===== config.mk =====
export PLATFORM = sky130hd
export DESIGN_NAME = phy_test_ptp_fef_config
export DESIGN_NICKNAME = d
export VERILOG_FILES = /design/src/phy_cfg_pkg.sv /design/src/phy_test_ptp_fef_config.sv /design/src/sfd_delay.sv /design/src/tx_test_pattern_gen.sv
export VERILOG_INCLUDE_DIRS = /design/src
export SDC_FILE = /design/constraint.sdc
export NUM_CORES = 1
export LEC_CHECK = 0
export ABC_AREA = 1
export BUFFER_PORTS_ARGS = -buffer_cell sky130_fd_sc_hd__buf_4
export CAP_MARGIN = 10
export CORE_AREA = 2 2 131 133
export DETAILED_ROUTE_END_ITERATION = 8
export DIE_AREA = 0 0 133 135
export PLACE_DENSITY = 0.69
export SETUP_SLACK_MARGIN = 0.3
export SLEW_MARGIN = 10
export SYNTH_ARGS = -nofsm -noshare
export SYNTH_HDL_FRONTEND = slang
export SYNTH_SLANG_ARGS = --single-unit

===== constraint.sdc =====
create_clock -name sys_clk -period 3.6 [get_ports sys_clk]
set_clock_uncertainty 0.05 [all_clocks]
set_input_delay 0.54 -clock sys_clk [delete_from_list [all_inputs] [get_ports sys_clk]]
set_output_delay 0.54 -clock sys_clk [all_outputs]
set_load 0.005 [all_outputs]

===== src/phy_cfg_defs.svh =====
`ifndef PHY_CFG_DEFS_SVH
`define PHY_CFG_DEFS_SVH

// register offsets
`define ADDR_COMPLIANCE   16'h0027
`define ADDR_PIN_SEL      16'h003E
`define ADDR_TIMING       16'h003F
`define ADDR_FAULT        16'h0040
`define ADDR_TX100_EXT    16'h0428

// reset values
`define RST_COMPLIANCE    16'h0000
`define RST_PIN_SEL       16'h0000
`define RST_TIMING        16'hB4FF
`define RST_FAULT         16'hC11D
`define RST_TX100_EXT     16'h0000

// writable bit masks, other bits read zero
`define MASK_PIN_SEL      16'h0077
`define MASK_TX100_EXT    16'h0030

// field positions
`define CT_TE_EN_BIT      4
`define CT_SEL_MSB        3
`define CT_SEL_LSB        0
`define EXT_EN_BIT        4
`define EXT_MSB_BIT       5
`define PS_TX_MSB         6
`define PS_TX_LSB         4
`define PS_RX_MSB         2
`define PS_RX_LSB         0
`define TC_TX_MSB         15
`define TC_TX_LSB         13
`define TC_RX_MSB         12
`define TC_RX_LSB         10
`define TC_TXER_MSB       9
`define TC_TXER_LSB       8
`define TC_DSU_MSB        7
`define TC_DSU_LSB        4
`define FF_FORCE100_BIT   13
`define FF_GEN_DIS_BIT    6
`define FF_DET_DIS_BIT    5

// highest valid 10BASE-Te pattern code
`define TE_SEL_MAX        4'hC

// timing
`define TS_STEP_NS        8
`define CLK_PERIOD_NS     10

`endif


===== src/phy_cfg_pkg.sv =====
package phy_cfg_pkg;

  typedef enum logic [2:0]
  {
    PIN_LED  = 3'h3,
    PIN_CRS  = 3'h4,
    PIN_COL  = 3'h5,
    PIN_INT  = 3'h6,
    PIN_NONE = 3'h7
  } pin_sel_t;

  typedef enum logic [1:0]
  {
    TXER_NONE = 2'h0,
    TXER_INT  = 2'h2,
    TXER_COL  = 2'h3
  } txer_sel_t;

  typedef enum logic [2:0]
  {
    TXG_IDLE = 3'h1,
    TXG_ONE  = 3'h2,
    TXG_ZERO = 3'h4
  } txgen_state_t;

endpackage


===== src/phy_test_ptp_fef_config.sv =====
// Summary of operation
// compliance bit 4 enables the selected 10BASE-Te test pattern
// compliance low nibble picks the 10BASE-Te pattern, codes up to 1100
// extended register bit 4 enables the 100BASE-TX test modes
// five-bit value gives zeros after each one in 100BASE-TX test
// software toggles the extended enable to load a new pattern
// software forces link speed before running any test mode
// pin select bits 6:4 route the transmit start-of-frame pulse
// pin select bits 2:0 route the receive pulse, same encoding
// timing bits 15:13 delay the transmit indication in 8 ns steps
// timing bits 12:10 delay the receive indication in 8 ns steps
// timing bits 9:8 choose the transmit error input pin
// timing bits 7:4 hold the descrambler unlock link-down timer
// fault register bit 13 forces the link up at 100 Mbps
// fault register bit 6 stops far-end fault generation
// fault register bit 5 ignores received far-end faults
// an assigned pin serves its assigned function, not its normal one
//
// Chosen here: strobed register access.
`timescale 1ns/1ps
`include "phy_cfg_defs.svh"
module phy_test_ptp_fef_config
  import phy_cfg_pkg::*;
(
  // clock and reset
  input  wire logic        sys_clk,
  input  wire logic        nrst,
  // register port
  input  wire logic [15:0] reg_addr,
  input  wire logic [15:0] reg_wdata,
  input  wire logic        reg_wr,
  input  wire logic        reg_rd,
  output logic      [15:0] reg_rdata,
  // start-of-frame pulses from the core
  input  wire logic        tx_sfd_pulse,
  input  wire logic        rx_sfd_pulse,
  // normal pin functions from the core
  input  wire logic        led_zero_func,
  input  wire logic        crs_func,
  input  wire logic        col_func_out,
  input  wire logic        col_func_oe,
  input  wire logic        int_func_out,
  input  wire logic        int_func_oe,
  // pins
  output logic             led_zero_pin,
  output logic             crs_pin,
  input  wire logic        col_in,
  output logic             col_out,
  output logic             col_oe,
  input  wire logic        interrupt_powerdown_in,
  output logic             interrupt_powerdown_out,
  output logic             interrupt_powerdown_oe,
  // transmit error toward the core
  output logic             tx_error,
  // test pattern control
  output logic             te_test_active,
  output logic      [3:0]  te_test_select,
  output logic             te_test_bit,
  output logic             tx100_test_active,
  output logic      [4:0]  tx100_zero_count,
  output logic             tx100_shift_clear,
  output logic             tx100_test_bit,
  // link and far-end fault
  output logic      [3:0]  descr_unlock_timer,
  output logic             force_100_link,
  input  wire logic        far_end_fault_req,
  output logic             far_end_fault_gen,
  input  wire logic        far_end_fault_rx,
  output logic             far_end_fault_detected
);

  logic [15:0] compliance_test_control_reg;
  logic [15:0] timestamp_pin_select_reg;
  logic [15:0] timestamp_timing_config_reg;
  logic [15:0] fiber_far_end_fault_force_reg;
  logic [15:0] tx100_ext_reg;
  logic [15:0] rdata_next;
  logic        tx100_en_q_reg;
  logic [4:0]  tx100_latched_reg;
  logic        te_prev_en_reg;
  logic        te_sent_reg;
  logic [1:0]  te_phase_reg;
  logic [14:0] te_lfsr_reg;
  logic        tx_sfd_dly;
  logic        rx_sfd_dly;
  logic [2:0]  tx_dly_cycles;
  logic [2:0]  rx_dly_cycles;
  pin_sel_t    tx_pin;
  pin_sel_t    rx_pin;
  txer_sel_t   txer_pin;
  logic        tx100_en;
  logic        te_en;
  logic [3:0]  te_sel;

  // step count to clock cycles, rounded up
  function automatic logic [2:0] ts_cycles(input logic [2:0] steps);
    int ns;
    ns = int'(steps) * `TS_STEP_NS;
    return 3'((ns + `CLK_PERIOD_NS - 1) / `CLK_PERIOD_NS);
  endfunction

  always_ff @(posedge sys_clk)
  begin
    if (!nrst)
      compliance_test_control_reg <= `RST_COMPLIANCE;
    else if (reg_wr && reg_addr == `ADDR_COMPLIANCE)
      compliance_test_control_reg <= reg_wdata;
  end

  always_ff @(posedge sys_clk)
  begin
    if (!nrst)
      tx100_ext_reg <= `RST_TX100_EXT;
    else if (reg_wr && reg_addr == `ADDR_TX100_EXT)
      tx100_ext_reg <= reg_wdata & `MASK_TX100_EXT;
  end

  always_ff @(posedge sys_clk)
  begin
    if (!nrst)
      timestamp_pin_select_reg <= `RST_PIN_SEL;
    else if (reg_wr && reg_addr == `ADDR_PIN_SEL)
      timestamp_pin_select_reg <= reg_wdata & `MASK_PIN_SEL;
  end

  always_ff @(posedge sys_clk)
  begin
    if (!nrst)
      timestamp_timing_config_reg <= `RST_TIMING;
    else if (reg_wr && reg_addr == `ADDR_TIMING)
      timestamp_timing_config_reg <= reg_wdata;
  end

  always_ff @(posedge sys_clk)
  begin
    if (!nrst)
      fiber_far_end_fault_force_reg <= `RST_FAULT;
    else if (reg_wr && reg_addr == `ADDR_FAULT)
      fiber_far_end_fault_force_reg <= reg_wdata;
  end

  always_comb
  begin
    case (reg_addr)
      `ADDR_COMPLIANCE: rdata_next = compliance_test_control_reg;
      `ADDR_PIN_SEL:    rdata_next = timestamp_pin_select_reg;
      `ADDR_TIMING:     rdata_next = timestamp_timing_config_reg;
      `ADDR_FAULT:      rdata_next = fiber_far_end_fault_force_reg;
      `ADDR_TX100_EXT:  rdata_next = tx100_ext_reg;
      default:          rdata_next = 16'h0000;
    endcase
  end

  // read data valid only in the cycle after the strobe
  always_ff @(posedge sys_clk)
  begin
    if (!nrst)
      reg_rdata <= 16'h0000;
    else if (reg_rd)
      reg_rdata <= rdata_next;
    else
      reg_rdata <= 16'h0000;
  end

  // 10BASE-Te enable
  assign te_en  = compliance_test_control_reg[`CT_TE_EN_BIT];
  assign te_sel = compliance_test_control_reg[`CT_SEL_MSB:`CT_SEL_LSB];

  // codes past the last idle variant give no pattern
  always_ff @(posedge sys_clk)
  begin
    if (!nrst)
    begin
      te_test_active <= 1'b0;
      te_test_select <= 4'h0;
    end
    else
    begin
      te_test_active <= te_en && te_sel <= `TE_SEL_MAX;
      te_test_select <= te_sel;
    end
  end

  // pattern bits; link pulses and idle shapes are left to the line driver
  always_ff @(posedge sys_clk)
  begin
    if (!nrst)
    begin
      te_prev_en_reg <= 1'b0;
      te_sent_reg    <= 1'b0;
      te_phase_reg   <= 2'h0;
      te_lfsr_reg    <= 15'h7FFF;
      te_test_bit    <= 1'b0;
    end
    else
    begin
      te_prev_en_reg <= te_test_active;
      te_phase_reg   <= te_phase_reg + 2'h1;
      te_lfsr_reg    <= {te_lfsr_reg[13:0], te_lfsr_reg[14] ^ te_lfsr_reg[13]};
      if (!te_test_active || !te_prev_en_reg)
        te_sent_reg <= 1'b0;
      else
        te_sent_reg <= 1'b1;
      if (!te_test_active)
        te_test_bit <= 1'b0;
      else
      begin
        case (te_sel)
          4'h1, 4'h6: te_test_bit <= !te_sent_reg;
          4'h3:       te_test_bit <= 1'b1;
          4'h5:       te_test_bit <= ~te_phase_reg[0];
          4'h8:       te_test_bit <= te_phase_reg == 2'h0 || te_phase_reg == 2'h3;
          4'h9:       te_test_bit <= te_lfsr_reg[14];
          default:    te_test_bit <= 1'b0;
        endcase
      end
    end
  end

  // 100BASE-TX test enable
  assign tx100_en = tx100_ext_reg[`EXT_EN_BIT];

  // pattern is loaded only on the enable's rising edge
  always_ff @(posedge sys_clk)
  begin
    if (!nrst)
    begin
      tx100_en_q_reg    <= 1'b0;
      tx100_latched_reg <= 5'h00;
    end
    else
    begin
      tx100_en_q_reg <= tx100_en;
      if (tx100_en && !tx100_en_q_reg)
        tx100_latched_reg <= {tx100_ext_reg[`EXT_MSB_BIT], te_sel};
    end
  end

  // zero run length and shift register clear
  always_ff @(posedge sys_clk)
  begin
    if (!nrst)
    begin
      tx100_test_active <= 1'b0;
      tx100_zero_count  <= 5'h00;
      tx100_shift_clear <= 1'b0;
    end
    else
    begin
      tx100_test_active <= tx100_en && tx100_en_q_reg;
      tx100_zero_count  <= tx100_latched_reg;
      tx100_shift_clear <= tx100_en && tx100_en_q_reg && tx100_latched_reg == 5'h00;
    end
  end

  // one followed by the programmed zeros
  tx_test_pattern_gen u_tx_gen
  (
    .sys_clk    (sys_clk),
    .nrst       (nrst),
    .enable     (tx100_test_active),
    .zero_count (tx100_zero_count),
    .bit_out    (tx100_test_bit)
  );

  // transmit indication offset
  assign tx_dly_cycles = ts_cycles(timestamp_timing_config_reg[`TC_TX_MSB:`TC_TX_LSB]);
  // receive indication offset
  assign rx_dly_cycles = ts_cycles(timestamp_timing_config_reg[`TC_RX_MSB:`TC_RX_LSB]);

  sfd_delay u_tx_dly
  (
    .sys_clk      (sys_clk),
    .nrst         (nrst),
    .pulse_in     (tx_sfd_pulse),
    .delay_cycles (tx_dly_cycles),
    .pulse_out    (tx_sfd_dly)
  );

  sfd_delay u_rx_dly
  (
    .sys_clk      (sys_clk),
    .nrst         (nrst),
    .pulse_in     (rx_sfd_pulse),
    .delay_cycles (rx_dly_cycles),
    .pulse_out    (rx_sfd_dly)
  );

  // transmit pulse pin
  assign tx_pin   = pin_sel_t'(timestamp_pin_select_reg[`PS_TX_MSB:`PS_TX_LSB]);
  // receive pulse pin
  assign rx_pin   = pin_sel_t'(timestamp_pin_select_reg[`PS_RX_MSB:`PS_RX_LSB]);
  // transmit error source
  assign txer_pin = txer_sel_t'(timestamp_timing_config_reg[`TC_TXER_MSB:`TC_TXER_LSB]);

  // pin takeover; both pulses on one pin are ored
  // an error input wins over a pulse on the same pin, since it must float
  always_ff @(posedge sys_clk)
  begin
    if (!nrst)
    begin
      led_zero_pin            <= 1'b0;
      crs_pin                 <= 1'b0;
      col_out                 <= 1'b0;
      col_oe                  <= 1'b0;
      interrupt_powerdown_out <= 1'b0;
      interrupt_powerdown_oe  <= 1'b0;
    end
    else
    begin
      if (tx_pin == PIN_LED || rx_pin == PIN_LED)
        led_zero_pin <= (tx_pin == PIN_LED && tx_sfd_dly) || (rx_pin == PIN_LED && rx_sfd_dly);
      else
        led_zero_pin <= led_zero_func;
      if (tx_pin == PIN_CRS || rx_pin == PIN_CRS)
        crs_pin <= (tx_pin == PIN_CRS && tx_sfd_dly) || (rx_pin == PIN_CRS && rx_sfd_dly);
      else
        crs_pin <= crs_func;
      if (txer_pin == TXER_COL)
      begin
        col_out <= 1'b0;
        col_oe  <= 1'b0;
      end
      else if (tx_pin == PIN_COL || rx_pin == PIN_COL)
      begin
        col_out <= (tx_pin == PIN_COL && tx_sfd_dly) || (rx_pin == PIN_COL && rx_sfd_dly);
        col_oe  <= 1'b1;
      end
      else
      begin
        col_out <= col_func_out;
        col_oe  <= col_func_oe;
      end
      if (txer_pin == TXER_INT)
      begin
        interrupt_powerdown_out <= 1'b0;
        interrupt_powerdown_oe  <= 1'b0;
      end
      else if (tx_pin == PIN_INT || rx_pin == PIN_INT)
      begin
        interrupt_powerdown_out <= (tx_pin == PIN_INT && tx_sfd_dly) || (rx_pin == PIN_INT && rx_sfd_dly);
        interrupt_powerdown_oe  <= 1'b1;
      end
      else
      begin
        interrupt_powerdown_out <= int_func_out;
        interrupt_powerdown_oe  <= int_func_oe;
      end
    end
  end

  // error input sampling
  always_ff @(posedge sys_clk)
  begin
    if (!nrst)
      tx_error <= 1'b0;
    else
    begin
      case (txer_pin)
        TXER_INT: tx_error <= interrupt_powerdown_in;
        TXER_COL: tx_error <= col_in;
        default:  tx_error <= 1'b0;
      endcase
    end
  end

  // descrambler unlock timer
  assign descr_unlock_timer = timestamp_timing_config_reg[`TC_DSU_MSB:`TC_DSU_LSB];
  // forced 100 Mbps link
  assign force_100_link     = fiber_far_end_fault_force_reg[`FF_FORCE100_BIT];

  always_ff @(posedge sys_clk)
  begin
    if (!nrst)
    begin
      far_end_fault_gen      <= 1'b0;
      far_end_fault_detected <= 1'b0;
    end
    else
    begin
      // generation gate
      far_end_fault_gen      <= far_end_fault_req && !fiber_far_end_fault_force_reg[`FF_GEN_DIS_BIT];
      // detection gate
      far_end_fault_detected <= far_end_fault_rx && !fiber_far_end_fault_force_reg[`FF_DET_DIS_BIT];
    end
  end

endmodule


===== src/sfd_delay.sv =====
`timescale 1ns/1ps
module sfd_delay
  import phy_cfg_pkg::*;
#(
  parameter int CW    = 3,
  parameter int DEPTH = 8
)
(
  // clock and reset
  input  wire logic          sys_clk,
  input  wire logic          nrst,
  // pulse path
  input  wire logic          pulse_in,
  input  wire logic [CW-1:0] delay_cycles,
  output logic               pulse_out
);

  logic [DEPTH-1:0] shift_reg;

  always_ff @(posedge sys_clk)
  begin
    if (!nrst)
      shift_reg <= '0;
    else
      shift_reg <= {shift_reg[DEPTH-2:0], pulse_in};
  end

  // zero delay still registers once
  always_ff @(posedge sys_clk)
  begin
    if (!nrst)
      pulse_out <= 1'b0;
    else if (delay_cycles == '0)
      pulse_out <= pulse_in;
    else
      pulse_out <= shift_reg[delay_cycles - CW'(1)];
  end

endmodule


===== src/tx_test_pattern_gen.sv =====
`timescale 1ns/1ps
module tx_test_pattern_gen
  import phy_cfg_pkg::*;
(
  // clock and reset
  input  wire logic       sys_clk,
  input  wire logic       nrst,
  // control
  input  wire logic       enable,
  input  wire logic [4:0] zero_count,
  // pattern
  output logic            bit_out
);

  txgen_state_t state_reg;
  logic [4:0]   cnt_reg;

  always_ff @(posedge sys_clk)
  begin
    if (!nrst)
    begin
      state_reg <= TXG_IDLE;
      cnt_reg   <= 5'h00;
      bit_out   <= 1'b0;
    end
    else if (!enable || zero_count == 5'h00)
    begin
      state_reg <= TXG_IDLE;
      cnt_reg   <= 5'h00;
      bit_out   <= 1'b0;
    end
    else
    begin
      case (state_reg)
        TXG_IDLE, TXG_ZERO:
        begin
          if (state_reg == TXG_ZERO && cnt_reg != 5'h00)
          begin
            cnt_reg <= cnt_reg - 5'h01;
            bit_out <= 1'b0;
          end
          else
          begin
            state_reg <= TXG_ONE;
            bit_out   <= 1'b1;
          end
        end
        TXG_ONE:
        begin
          state_reg <= TXG_ZERO;
          cnt_reg   <= zero_count - 5'h01;
          bit_out   <= 1'b0;
        end
        default:
        begin
          state_reg <= TXG_IDLE;
          bit_out   <= 1'b0;
        end
      endcase
    end
  end

endmodule


==> results of run 1 <==
[synthesized netlist by cell type, types with 2 or more instances]
master,n
sky130_fd_sc_hd__nand2_2,12
sky130_fd_sc_hd__clkbuf_1,23
sky130_fd_sc_hd__buf_1,4
sky130_fd_sc_hd__inv_2,11
sky130_fd_sc_hd__nand3_2,7
sky130_fd_sc_hd__clkinv_1,3
sky130_fd_sc_hd__o211ai_1,10
sky130_fd_sc_hd__nor2_2,3
sky130_fd_sc_hd__or2_2,14
sky130_fd_sc_hd__nand4_1,4
sky130_fd_sc_hd__nand2_4,6
sky130_fd_sc_hd__a31oi_1,7
sky130_fd_sc_hd__o22ai_1,12
sky130_fd_sc_hd__nor4_1,6
sky130_fd_sc_hd__nor2_1,73
sky130_fd_sc_hd__a21oi_1,43
sky130_fd_sc_hd__buf_4,6
sky130_fd_sc_hd__ha_1,17
sky130_fd_sc_hd__o21a_1,2
sky130_fd_sc_hd__o21ai_1,2
sky130_fd_sc_hd__xor2_1,7
sky130_fd_sc_hd__dfxtp_1,146
sky130_fd_sc_hd__a221oi_1,6
sky130_fd_sc_hd__inv_1,125
sky130_fd_sc_hd__nand3b_1,5
sky130_fd_sc_hd__o21ai_0,46
sky130_fd_sc_hd__nand2_1,152
sky130_fd_sc_hd__nor2_4,5
sky130_fd_sc_hd__nor3_1,7
sky130_fd_sc_hd__a41oi_1,3
sky130_fd_sc_hd__xnor2_1,3
sky130_fd_sc_hd__a311oi_1,2
sky130_fd_sc_hd__nand3_1,64
sky130_fd_sc_hd__a211oi_1,8
[tightest hold or removal path: stages]
cell and delay (ps):
sky130_fd_sc_hd__buf_4 90, sky130_fd_sc_hd__nand2_1 50, sky130_fd_sc_hd__inv_1 40
[cell families (layout without fill, tap and decap cells)]
kind of cell	count (synthesis)	count (layout)	share of synthesized area, %
adder cells (fa/ha/maj)	17	17	3.26
AO/OA/AOI/OAI	147	147	13.5
buffers and inverters	173	310	10.3
flip-flops	146	146	44.8
XOR/XNOR	10	10	1.34
AND/OR/NAND/NOR	363	363	26.9
[metrics by stage]
step | hold WS (ps) | total power [mW] | utilization [%] | cell area, um2 | std cells
6_report | 273 | 3.39 | 52.2 | 8560 | 1213
5_1_grt | 286 | 3.51 | 52.2 | 8560 | 1213
4_1_cts | 255 | 3.43 | 50.0 | 8200 | 1195
3_5_place_dp | 348 | 1.78 | 45.7 | 7500 | 1151
3_3_place_gp | 344 | 1.78 | 45.7 | 7500 | 1151
2_1_floorplan | 343 | 1.71 | - | 6560 | 856
[metal layers]
metal	wire length (um)	vias to the layer above
met4	272	0
met2	8210	150
met5	0	-
li1	-	3014
met1	7540	2729
met3	938	23
[layout by cell type, fill, tap and decap left out, drive strengths merged, types with 6 or more instances in the layout]
cell type    n
nand2      170
dfxtp      146
inv        142
buf        139
nor2        82
nand3       72
o21ai       49
a21oi       44
clkbuf      17
ha          17
or2         14
o22ai       12
o211ai      10
a211oi       8
nor3         7
a31oi        7
nor4         7
xor2         7
clkinv       7
a221oi       6
[layout make-up]
class | count | area, um2
Fill cell | 1554 | 7850
Multi-Input combinational cell | 537 | 3190
Sequential cell | 146 | 2940
Timing Repair Buffer | 139 | 1050
Inverter | 139 | 542
Clock buffer | 17 | 425
Tap cell | 220 | 275
Clock inverter | 15 | 129
[repair_timing]
item                                   CTS  global route
pin swaps                               13            38
resized for setup                       14            58
setup buffers                           12            18
setup endpoints to repair                2             2
endpoints found under the hold margin    0             0
[power by group]
| part | internal (mW) | switching [mW] | leakage [nW] | total, mW |
|---|---|---|---|---|
| Sequential | 1.63 | 0.00518 | 1.18 | 1.63 |
| Combinational | 0.0530 | 0.0602 | 2.50 | 0.113 |
| Clock | 0.901 | 0.747 | 0.261 | 1.65 |
[worst min-delay path by stage]
| stage | to | cells past startpoint |
|---|---|---|
| after global routing | fiber_far_end_fault_force_reg[8] | 3 |
| after detailed placement | te_lfsr_reg[5] | 1 |
| after floorplan | te_lfsr_reg[10] | 1 |
| after global placement | te_lfsr_reg[6] | 1 |
| after CTS | u_rx_dly.shift_reg[0] | 3 |
| final | u_rx_dly.shift_reg[0] | 3 |
==> results.txt, run 1 <==
The count of flip-flops with a built-in enable after synthesis came out at 0. The hold buffer count at cts is 0. Averaged over all synthesized cells, the footprint is roughly 7.6 um2.

The number of antenna violations at the first check in global routing is 0. The violation count after the first detailed-routing iteration came out at 369. In this run the worst hold path is classified as input port to flip-flop.

Compared with the post-synthesis result, the final layout area differs by 31.0%. The die is roughly 130 um wide. The total inserted antenna cells is 0. The number of max-cap violations came out at 0. The deepest level of the CTS H-tree came out at 4. The die covers 18000 um2.

The count of boundary I/O pins came out at between 90 and 100. The number of max-slew violations in the final report is 0. The number of logic stages on the critical path including buffering is 29. The vertical die dimension came out at ~140 um. The critical setup path kind is flip-flop to flip-flop. The global routing met2 resource utilization came out at about a third. The global-route track usage on met1 came out at a little under a quarter. After floorplanning, the core was sized to cover about 16000 um2. The total count of hold-check failures in the final report came to 0.

After detailed routing, the total wire length is 17000 um. The via count of the first global-routing pass came to around 5600. The DRC violation count after routing came out at 0. The required time at the worst-slack endpoint is 3870 ps. The number of buffers on the longest clock path came out at 2.

The initial utilization of the core area, before any placement, comes to roughly 40%. The maximum VDD drop is roughly 0.36 mV. The final-layout setup total negative slack is 0 ps.

The total number of vias came out at between 5000 and 6000. The worst-case register-to-register setup slack came out at between 200 and 300 ps. The floorplan has 47 rows. Buffers inserted during clock tree synthesis total 17. The clock sink count is between 100 and 150. The critical path's largest stage delay came out at roughly 360 ps.

The primary flip-flop cell chosen by synthesis mapping is sky130_fd_sc_hd__dfxtp_1. Sequential elements use between 40 and 50% of the synthesized area. The register bit count reported by yosys came out at 146. The cell sitting at the root of the clock tree is a sky130_fd_sc_hd__clkbuf_16. Grouping stages by cell kind, the critical path spends the most delay in simple AND/OR/NAND/NOR gates.

The via-per-instance ratio came out at between 4 and 5. Synthesis produced a netlist with a net count of roughly 900. The worst-case reg-to-reg path depth came out at 29. The count of nets left with antenna violations after detail routing came out at 0. The number of endpoints failing setup at the final stage is 0.

The number of buffers added on ports is slightly above 90. Detailed placement ended at an HPWL of roughly 12000 um. The largest driver fanout on the critical path is 4. The critical path arrival is ~3600 ps. The post-placement setup slack came out at 55.8 ps.

The synthesized netlist occupies a cell area of 6530 um2. Routability-driven placement finished with a final weighted congestion of 0.879. Setup repair after global routing could not meet its margin everywhere. On the critical path, the stage with the largest delay is an instance of sky130_fd_sc_hd__dfxtp_4. The final worst-path setup slack is 272 ps. The final layout contains 1045 nets. The area share of the leading cell type in the synthesized netlist is 44.8%.

met2 is the most crowded layer. At the pin with the least slew margin, the transition time is approximately 900 ps. The startpoint identified for the worst hold timing path is rx_sfd_pulse. The number of warnings reported in the yosys synthesis log is 0. Counting flops with an async set or reset pin after synthesis yields a share of 0%. Global routing used 19.0% of the available tracks. Entering global routing, the biggest net connects 52 pins.

In the final routed layout, each cell accounts on average for roughly 14 um. The post-layout minimum cycle time came out at between 3000 and 4000 ps. The end of the critical path is u_rx_dly.pulse_out. The run finished with clean final reports.

Counting both buffers and inverters, the worst setup path holds a total of 9. The number of detailed-routing iterations run before antenna repair came out at 5. In this run the critical register-to-register path is launched from timestamp_timing_config_reg[11]. The post-synthesis cell type with the largest combined area is sky130_fd_sc_hd__dfxtp_1. The leakage component of the power came out at roughly 4 nW. The ratio of cells with drive above 1 in the final layout is between 20% and 30%. Among the stages of the critical path, the cell type that occurs most often is sky130_fd_sc_hd__nand2_1. The total overflow left after global routing is 0. The worst slew margin relative to its limit came out at around two fifths.

STA classifies the critical path startpoint as a flip-flop. The clock transition time at the flip-flop clock pins of the worst setup and hold paths is around 60 ps. The wire length of the first global-routing pass came out at between 20000 and 30000 um.

Tracing the worst setup path back leads to its startpoint at timestamp_timing_config_reg[11]. The synthesized netlist cell count is roughly 860. The clock tree from TritonCTS is built. Power spread over the standard cell area amounts to roughly 400 nW/um2. The met3 routing resource usage after global routing is 4.32%. The end of the worst register-to-register path is u_rx_dly.pulse_out.

The post-route fraction of the period consumed by the critical path is 92.4%. Clock latency on the worst-skew pair, taken at its later pin, is roughly 420 ps. The worst setup path is captured at a flip-flop. By area the synthesized netlist is led by sky130_fd_sc_hd__dfxtp_1, sky130_fd_sc_hd__nand2_1, sky130_fd_sc_hd__inv_1, sky130_fd_sc_hd__nand3_1, sky130_fd_sc_hd__nor2_1. The distinct cell type count of the synthesized netlist came out at 46.

The maximum frequency from static timing analysis came out at roughly 300 MHz.
(Power assumes the default switching activity.)
==> run 2: changes to the inputs <==
Settings changed: ABC_AREA 1 to not set, CORE_AREA 2 2 131 133 to 2 2 130 132, DIE_AREA 0 0 133 135 to 0 0 132 134.
==> run 2 against run 1 <==
Die area is 1.5% lower. Sequential share of layout area increased by 0.65 points. Combinational power barely moved. Synthesized cell count down 14%. Largest cell class unchanged. Highest routed layer unchanged. Via count decreased by 6.3%. Utilization decreased by 0.61 points.
==> results.txt, run 2 <==
The xor-xnor portion of the synthesized cell area came out at 1.50% (+0.16 points). The post-route fraction of the period consumed by the critical path came out at 93.7% (+1.3 points). The final-layout setup total negative slack came out at 0 ps (unchanged). The via-per-instance ratio is 5.14 (+5.5%). The number of placed cells counting well taps is 1031 (-10%). In this run the most critical hold path is launched from col_func_oe. The worst slew margin relative to its limit is 49.5% (+8.6 points).

TritonCTS built the clock tree. The required time at the worst-slack endpoint is 3860 ps (about the same). The number of max-slew violations in the final report is 0 (unchanged). The synthesized netlist cell count is 739 (-14%). The vertical die dimension is 134 um (-0.74%).

The number of detailed-routing iterations run before antenna repair is 9 (+4). The number of endpoints failing setup at the final stage is 0 (unchanged). The detail-routed net length per standard cell is 15.0 um (+7.2%). The compound-gate portion of the synthesized area came out at 17.0% (+3.6 points). The worst hold path stage count is 3 (unchanged).

The maximum frequency from static timing analysis is 296 MHz (-1.4%). The register bit count reported by yosys came to 146 (unchanged). The transition time at the pin with the least slew margin is 754 ps (-132 ps). The synthesis-to-layout area growth is 31.0% (about the same). The worst hold path terminates at col_oe. The global-route usage over all layers came to 18.5% (-0.51 points). The clock latency at the later pin of the worst-skew pair came out at 420 ps (about the same).

The proportion of register bits with asynchronous set or reset after synthesis is 0% (unchanged). The number of antenna violations at the first check in global routing is 0 (unchanged). The tree is rooted in a sky130_fd_sc_hd__clkbuf_16. The largest driver fanout on the critical path came out at 7 (+3). The DRC violation count after routing is 0 (unchanged). The clock transition time at the flip-flop clock pins of the worst setup and hold paths came out at 60 ps (about the same).

The worst-case reg-to-reg path depth is 14 (-52%). Sorting the synthesized cells by how often they occur yields sky130_fd_sc_hd__dfxtp_1, sky130_fd_sc_hd__nand2_1, sky130_fd_sc_hd__nor2_1. The library cell used most frequently in the layout, excluding fill and tap cells, is sky130_fd_sc_hd__dfxtp_1.

Sorting the synthesized cells by area gives the leading types as sky130_fd_sc_hd__dfxtp_1, sky130_fd_sc_hd__nand2_1, sky130_fd_sc_hd__and2_1, sky130_fd_sc_hd__a21boi_0, sky130_fd_sc_hd__ha_1. In the synthesized netlist the dominant register cell turns out to be sky130_fd_sc_hd__dfxtp_1. The library cells used most frequently in the layout, excluding fill and tap cells, are sky130_fd_sc_hd__dfxtp_1, sky130_fd_sc_hd__nand2_1, sky130_fd_sc_hd__buf_4. The worst-case register-to-register setup slack came to 230 ps (-50 ps). The total inserted antenna cells is 0 (unchanged).

The filler-free cell count of the finished design is 1078 (-11%). The area enclosed by the die boundary was 17700 um2 (-1.5%). The number of warnings reported in the yosys synthesis log was 0 (unchanged). The total count of hold-check failures in the final report came to 0 (unchanged). The count of boundary I/O pins came to 92 (unchanged). The share of synthesized cell area in full adder, half adder and majority cells came out at 3.32% (+0.062 points). The count of standard-cell rows is 47 (unchanged). The ratio of total power to cell area is 440 nW/um2 (+11%). The maximum VDD drop was 0.354 mV (-0.48%).

The post-layout minimum cycle time came out at 3370 ps (+46.8 ps). The worst setup path is of the flip-flop to flip-flop kind. The end of the worst register-to-register path is u_tx_dly.pulse_out. The fraction of synthesized area in multiplexers is 2.89% (+2.9 points). The number of max-cap violations is 0 (unchanged). The leakage component of the power is 3.34 nW (-15%). The number of clock buffers inserted by TritonCTS is 17 (unchanged). STA classifies the critical path startpoint as a flip-flop.

The post-synthesis area per instance is 8.67 um2 (+14%). The global-route congestion overflow total is 0 (unchanged). The deepest level of the CTS H-tree is 4 (unchanged). In this run the worst setup path begins at timestamp_timing_config_reg[14].

The pin count of the biggest net entering global routing was 62 (+19%). The via count of the first global-routing pass was 5335 (-4.6%). The critical path arrival is 3630 ps (+30 ps). In this run the critical register-to-register path is launched from timestamp_timing_config_reg[14]. The most frequent cell after synthesis is sky130_fd_sc_hd__dfxtp_1. The width of the die came out at 132 um (-0.75%).

The effective utilization at floorplan came out at 39.3% (-0.46 points). Setup repair after global routing could not meet its margin everywhere. The number of buffers added on ports came to 91 (unchanged).

The violation count after the first detailed-routing iteration came out at 427 (+16%). The class of the worst hold path is input port to flip-flop. The combinational family with the most area after synthesis is simple AND/OR/NAND/NOR gates. The distinct cell type count of the synthesized netlist came out at 67 (+46%). The total number of vias is 5546 (-6.3%).

The area share of the leading cell type in the synthesized netlist came out at 45.6% (+0.85 points). The total detailed-routing wirelength is 16200 um (-4.7%). The clock sink count is 146 (unchanged). The share of synthesized cell area in and, or, nand and nor gates came out at 25.0% (-1.8 points). The HPWL reported at the end of detailed placement came out at 11000 um (-4.6%). The number of buffers on the longest clock path came to 2 (unchanged). The wire length of the first global-routing pass came out at 26400 um (-2.3%).

The placer's final routability congestion estimate was 0.873 (-0.76%). The count of nets left with antenna violations after detail routing came out at 0 (unchanged). The final layout net count is 910 (-13%).

STA classifies the critical path endpoint as a flip-flop. The placeable core region is 16300 um2 (-0.72%). The count of flip-flops with a built-in enable after synthesis was 0 (unchanged).

The largest total area in the synthesized netlist belongs to sky130_fd_sc_hd__dfxtp_1. The area of the mapped netlist is 6410 um2 (-1.9%). The number of nets in the synthesized netlist is 804 (-13%).

The sequential share of the synthesized area came out at 45.6% (+0.85 points). The run finished with clean final reports. The hold buffer count at cts came out at 0 (unchanged). The ratio of cells with drive above 1 in the final layout came out at 24.9% (-4.4 points).
-- run 2: area by class of cell --
| class | count | area [um2] |
|---|---|---|
| Multi-Input combinational cell | 525 | 3430 |
| Clock buffer | 18 | 429 |
| Sequential cell | 146 | 2940 |
| Clock inverter | 14 | 228 |
| Timing Repair Buffer | 133 | 1010 |
| Fill cell | 1527 | 7890 |
| Inverter | 22 | 85.1 |
| Tap cell | 220 | 275 |
-- run 2: per-stage QoR --
step	total power [mW]	instance area (um2)	hold WS [ps]	utilization, %	setup WS [ps]
after floorplan	1.71	6560	336	-	220
after global placement	1.78	7520	338	46.1	154
after detailed placement	1.78	7520	342	46.1	77.2
after CTS	3.72	8260	271	50.7	270
after global routing	3.82	8400	291	51.5	53.7
final	3.70	8400	287	51.5	225
-- run 2: routing by layer --
layer | up-vias | GRT usage (%) | share of wire (%)
li1 | 2772 | - | -
met1 | 2587 | 24.6 | 47
met2 | 171 | 29.1 | 46
met3 | 16 | 4.65 | 5.5
met4 | 0 | 6.58 | 1.5
met5 | - | 0 | 0
-- run 2: worst max-delay path by stage --
stage,end,cells after the start,slack (ps)
floorplan,u_tx_dly.pulse_out,14,220
global placement,u_tx_dly.pulse_out,14,150
detailed placement,u_tx_dly.pulse_out,14,80
CTS,u_tx_dly.pulse_out,15,270
global route,u_tx_dly.pulse_out,15,50
finish,u_tx_dly.pulse_out,14,230
-- run 2: critical path, stage by stage (launching register included) --
cell	delay [ps]
sky130_fd_sc_hd__dfxtp_4	390
sky130_fd_sc_hd__ha_4	180
sky130_fd_sc_hd__xnor2_4	110
sky130_fd_sc_hd__and2_4	180
sky130_fd_sc_hd__inv_2	50
sky130_fd_sc_hd__ha_4	250
sky130_fd_sc_hd__nand4b_1	240
sky130_fd_sc_hd__o211a_1	290
sky130_fd_sc_hd__o32ai_2	280
sky130_fd_sc_hd__o2111ai_2	190
sky130_fd_sc_hd__nor2_4	190
sky130_fd_sc_hd__ha_4	240
sky130_fd_sc_hd__a2111oi_4	320
sky130_fd_sc_hd__nor3b_2	70
sky130_fd_sc_hd__a211o_1	220
-- run 2: logic make-up (layout without fill, tap and decap cells) --
family / Yosys count / after routing
mux: 18 / 18
fa+ha+maj: 17 / 17
simple gates: 329 / 329
compound gates: 150 / 150
xor+xnor: 11 / 11
flops: 146 / 146
buf+inv: 68 / 187
-- run 2: power by group --
group,switching (mW),internal [mW]
Combinational,0.0522,0.0599
Sequential,0.00479,1.63
Clock,0.714,1.24
-- run 2: repair_timing --
action / 4_1_cts / 5_1_grt
setup endpoints to repair: 2 / 2
gates resized for setup: 10 / 18
buffers inserted: 8 / 7
pin swaps: 6 / 13
==> run 3: changes to the inputs <==
Settings changed: BUFFER_PORTS_ARGS -buffer_cell sky130_fd_sc_hd__buf_4 to -buffer_cell sky130_fd_sc_hd__buf_2.
==> run 3 against run 2 <==
Via count grew 1.1%. Clock-buffer cell count shrank 1. First-iteration DRC count grew 2.3%. Non-clock buffer count grew 2. Wire length shrank 1.9%. Sequential cell count is the same. Worst hold slack lost 5.5 ps. Critical path type unchanged. Die area is the same.
==> results.txt, run 3 (synthesized netlist as in run 2, its figures left out) <==
The worst slew margin relative to its limit is 28.0% (-22 points). The type of destination of the critical path is a flip-flop. The required time at the worst-slack endpoint came out at 3860 ps (about the same). The worst register-to-register path ends at u_tx_dly.pulse_out. The transition time at the pin with the least slew margin is 1080 ps (+324 ps).

The internal portion of total power is 2.64 mW (-9.8%). The number of detailed-routing iterations run before antenna repair was 8 (-1). The count of nets left with antenna violations after detail routing is 0 (unchanged). The number of buffers added on ports came out at 91 (unchanged). The number of buffers on the longest clock path is 2 (unchanged). The effective utilization at floorplan is 39.3% (unchanged). The worst-case register-to-register setup slack came out at 220 ps (about the same). The clock tree from TritonCTS is built. The leakage component of the power came out at 3.26 nW (-2.4%). The wire length of the first global-routing pass was 26000 um (-1.5%).

The ratio of total power to cell area is 425 nW/um2 (-3.5%). The ratio of cells with drive above 1 in the final layout came to 25.1% (+0.17 points). The number of max-slew violations in the final report was 0 (unchanged). The number of placed cells counting well taps came out at 1033 (+0.19%). The area enclosed by the die boundary came out at 17700 um2 (unchanged). The worst setup path is launched from a flip-flop. The pin count of the biggest net entering global routing came to 67 (+8.1%).

The number of clock buffers inserted by TritonCTS is 17 (unchanged). The met3 routed wirelength is 1120 um (+27%). The power spent charging and discharging nets came out at 0.798 mW (+3.5%).

The number of endpoints failing setup at the final stage is 0 (unchanged). The total detailed-routing wirelength is 15900 um (-1.9%). The path class of the tightest hold or removal check is input port to flip-flop. The critical path arrival was 3640 ps (about the same). The vertical die dimension is 134 um (unchanged). The post-layout minimum cycle time is 3380 ps (+5.28 ps). The logic gate share of total power was 2.7% (-0.3 points). The detail-routed net length per standard cell came out at 14.7 um (-2.1%). The count of boundary I/O pins is 92 (unchanged).

The number of antenna violations at the first check in global routing is 0 (unchanged). The critical path ends at u_tx_dly.pulse_out. The post-route fraction of the period consumed by the critical path is 93.9% (+0.15 points). The flow ran to the end, and the final reports show no timing, DRC or antenna violations. The placer's final routability congestion estimate is 0.844 (-3.3%). The count of standard-cell rows came out at 47 (unchanged). The total number of vias came out at 5606 (+1.1%). The global-route usage over all layers was 18.2% (-0.22 points). The maximum VDD drop came to 0.374 mV (+5.5%). The worst setup path is of the flip-flop to flip-flop kind.

Setup repair after global routing could not meet its margin everywhere. The total length of routed met2 wires is 7090 um (-5.2%). The worst-case reg-to-reg path depth came out at 15 (+1). The worst hold path stage count came to 3 (unchanged). The fraction of power consumed by the clock network is 49.8% (-3.1 points). The clock transition time at the flip-flop clock pins of the worst setup and hold paths is 70 ps (about the same). The final-layout setup total negative slack came to 0 ps (unchanged). The final layout net count was 912 (+0.22%).

The detailed-route wire length on metal 1 came out at 7360 um (-2.6%). The violation count after the first detailed-routing iteration was 437 (+2.3%). Routed signal wires occupy layers up through met4. The global-route congestion overflow total is 0 (unchanged). The share of total power consumed by net switching came out at 23.2% (+2.4 points).

The sequential group share of total power came to 47.5% (+3.4 points). The critical register-to-register path startpoint is timestamp_timing_config_reg[14]. The top cell types in the final layout, fill and taps aside, are sky130_fd_sc_hd__dfxtp_1, sky130_fd_sc_hd__nand2_1, sky130_fd_sc_hd__buf_2.

The power after layout is 3.44 mW (-7.1%). The end-of-flow core utilization is 49.7% (-1.9 points). The placeable core region came to 16300 um2 (unchanged). The largest driver fanout on the critical path is 5 (-2). The HPWL reported at the end of detailed placement came out at 11000 um (+0.22%). The deepest level of the CTS H-tree came to 4 (unchanged).

The library cell used most frequently in the layout, excluding fill and tap cells, is sky130_fd_sc_hd__dfxtp_1. The hold buffer count at cts came out at 0 (unchanged). The via count of the first global-routing pass came out at 5189 (-2.7%).

The via-per-instance ratio came out at 5.19 (+0.89%). The synthesis-to-layout area growth is 26.2%. The total inserted antenna cells is 0 (unchanged). The total count of hold-check failures in the final report came out at 0 (unchanged). The clock latency at the later pin of the worst-skew pair came out at 420 ps (about the same). The filler-free cell count of the finished design came out at 1080 (+0.19%).

The maximum frequency from static timing analysis was 296 MHz (-0.16%). The cell sitting at the root of the clock tree is a sky130_fd_sc_hd__clkbuf_16. The DRC violation count after routing is 0 (unchanged). The clock sink count is 146 (unchanged). The critical path starts at timestamp_timing_config_reg[14]. The width of the die was 132 um (unchanged). The number of max-cap violations is 0 (unchanged).
run 3: layout make-up:
cell class / instances / area (um2)
sequential: 146 / 2930
timing repair buffer: 135 / 790
clock buffer: 17 / 425
multi-input combinational: 525 / 3430
tap: 220 / 275
inverter: 22 / 85.1
fill: 1548 / 8200
clock inverter: 15 / 148
run 3: worst min-delay path by stage:
stage / start / end / slack, ps
3_3_place_gp: te_lfsr_reg[0] / te_lfsr_reg[1] / 340
4_1_cts: far_end_fault_rx / far_end_fault_detected / 260
3_5_place_dp: te_lfsr_reg[12] / te_lfsr_reg[13] / 340
6_report: far_end_fault_rx / far_end_fault_detected / 280
5_1_grt: far_end_fault_req / far_end_fault_gen / 270
2_1_floorplan: te_lfsr_reg[9] / te_lfsr_reg[10] / 340
run 3: worst max-delay path, stage by stage (launching register included):
cell and delay (ps):
sky130_fd_sc_hd__dfxtp_4 370, sky130_fd_sc_hd__ha_4 190, sky130_fd_sc_hd__xnor2_4 160, sky130_fd_sc_hd__and2_4 180
sky130_fd_sc_hd__inv_4 30, sky130_fd_sc_hd__ha_4 200, sky130_fd_sc_hd__nand4b_1 270, sky130_fd_sc_hd__o211a_1 300
sky130_fd_sc_hd__o32ai_2 220, sky130_fd_sc_hd__o2111ai_2 190, sky130_fd_sc_hd__nor2_4 190, sky130_fd_sc_hd__ha_4 240
sky130_fd_sc_hd__mux2i_1 150, sky130_fd_sc_hd__o21ai_1 80, sky130_fd_sc_hd__nor3b_2 150, sky130_fd_sc_hd__a211o_1 280
run 3: per-stage QoR:
step / setup WS (ps) / hold WS [ps] / area [um2]
6_report: 220 / 281 / 8090
5_1_grt: 91.2 / 273 / 8090
4_1_cts: 295 / 261 / 7970
3_5_place_dp: 31.5 / 341 / 7290
3_3_place_gp: 103 / 338 / 7290
2_1_floorplan: 220 / 336 / 6560
run 3: power by group through the flow:
| stage | Sequential, mW | Combinational [mW] | Clock (mW) |
|---|---|---|---|
| 6_report | 1.63 | 0.0933 | 1.71 |
| 5_1_grt | 1.63 | 0.104 | 1.82 |
| 2_1_floorplan | 1.67 | 0.0418 | 0 |
| 3_3_place_gp | 1.67 | 0.0924 | 0 |
| 4_1_cts | 1.63 | 0.0932 | 1.74 |
| 3_5_place_dp | 1.67 | 0.0928 | 0 |
run 3: routing by layer:
metal | global-route usage (%) | up-vias
met4 | 7.67 | 0
li1 | - | 2782
met5 | 0 | -
met2 | 27.6 | 216
met1 | 25.1 | 2587
met3 | 4.04 | 21
run 3: what timing repair did:
action | 4_1_cts | 5_1_grt
setup endpoints to repair | 2 | 2
pin swaps | 15 | 22
buffers inserted | 10 | 5
resized for setup | 10 | 20
gates cloned | 0 | 0
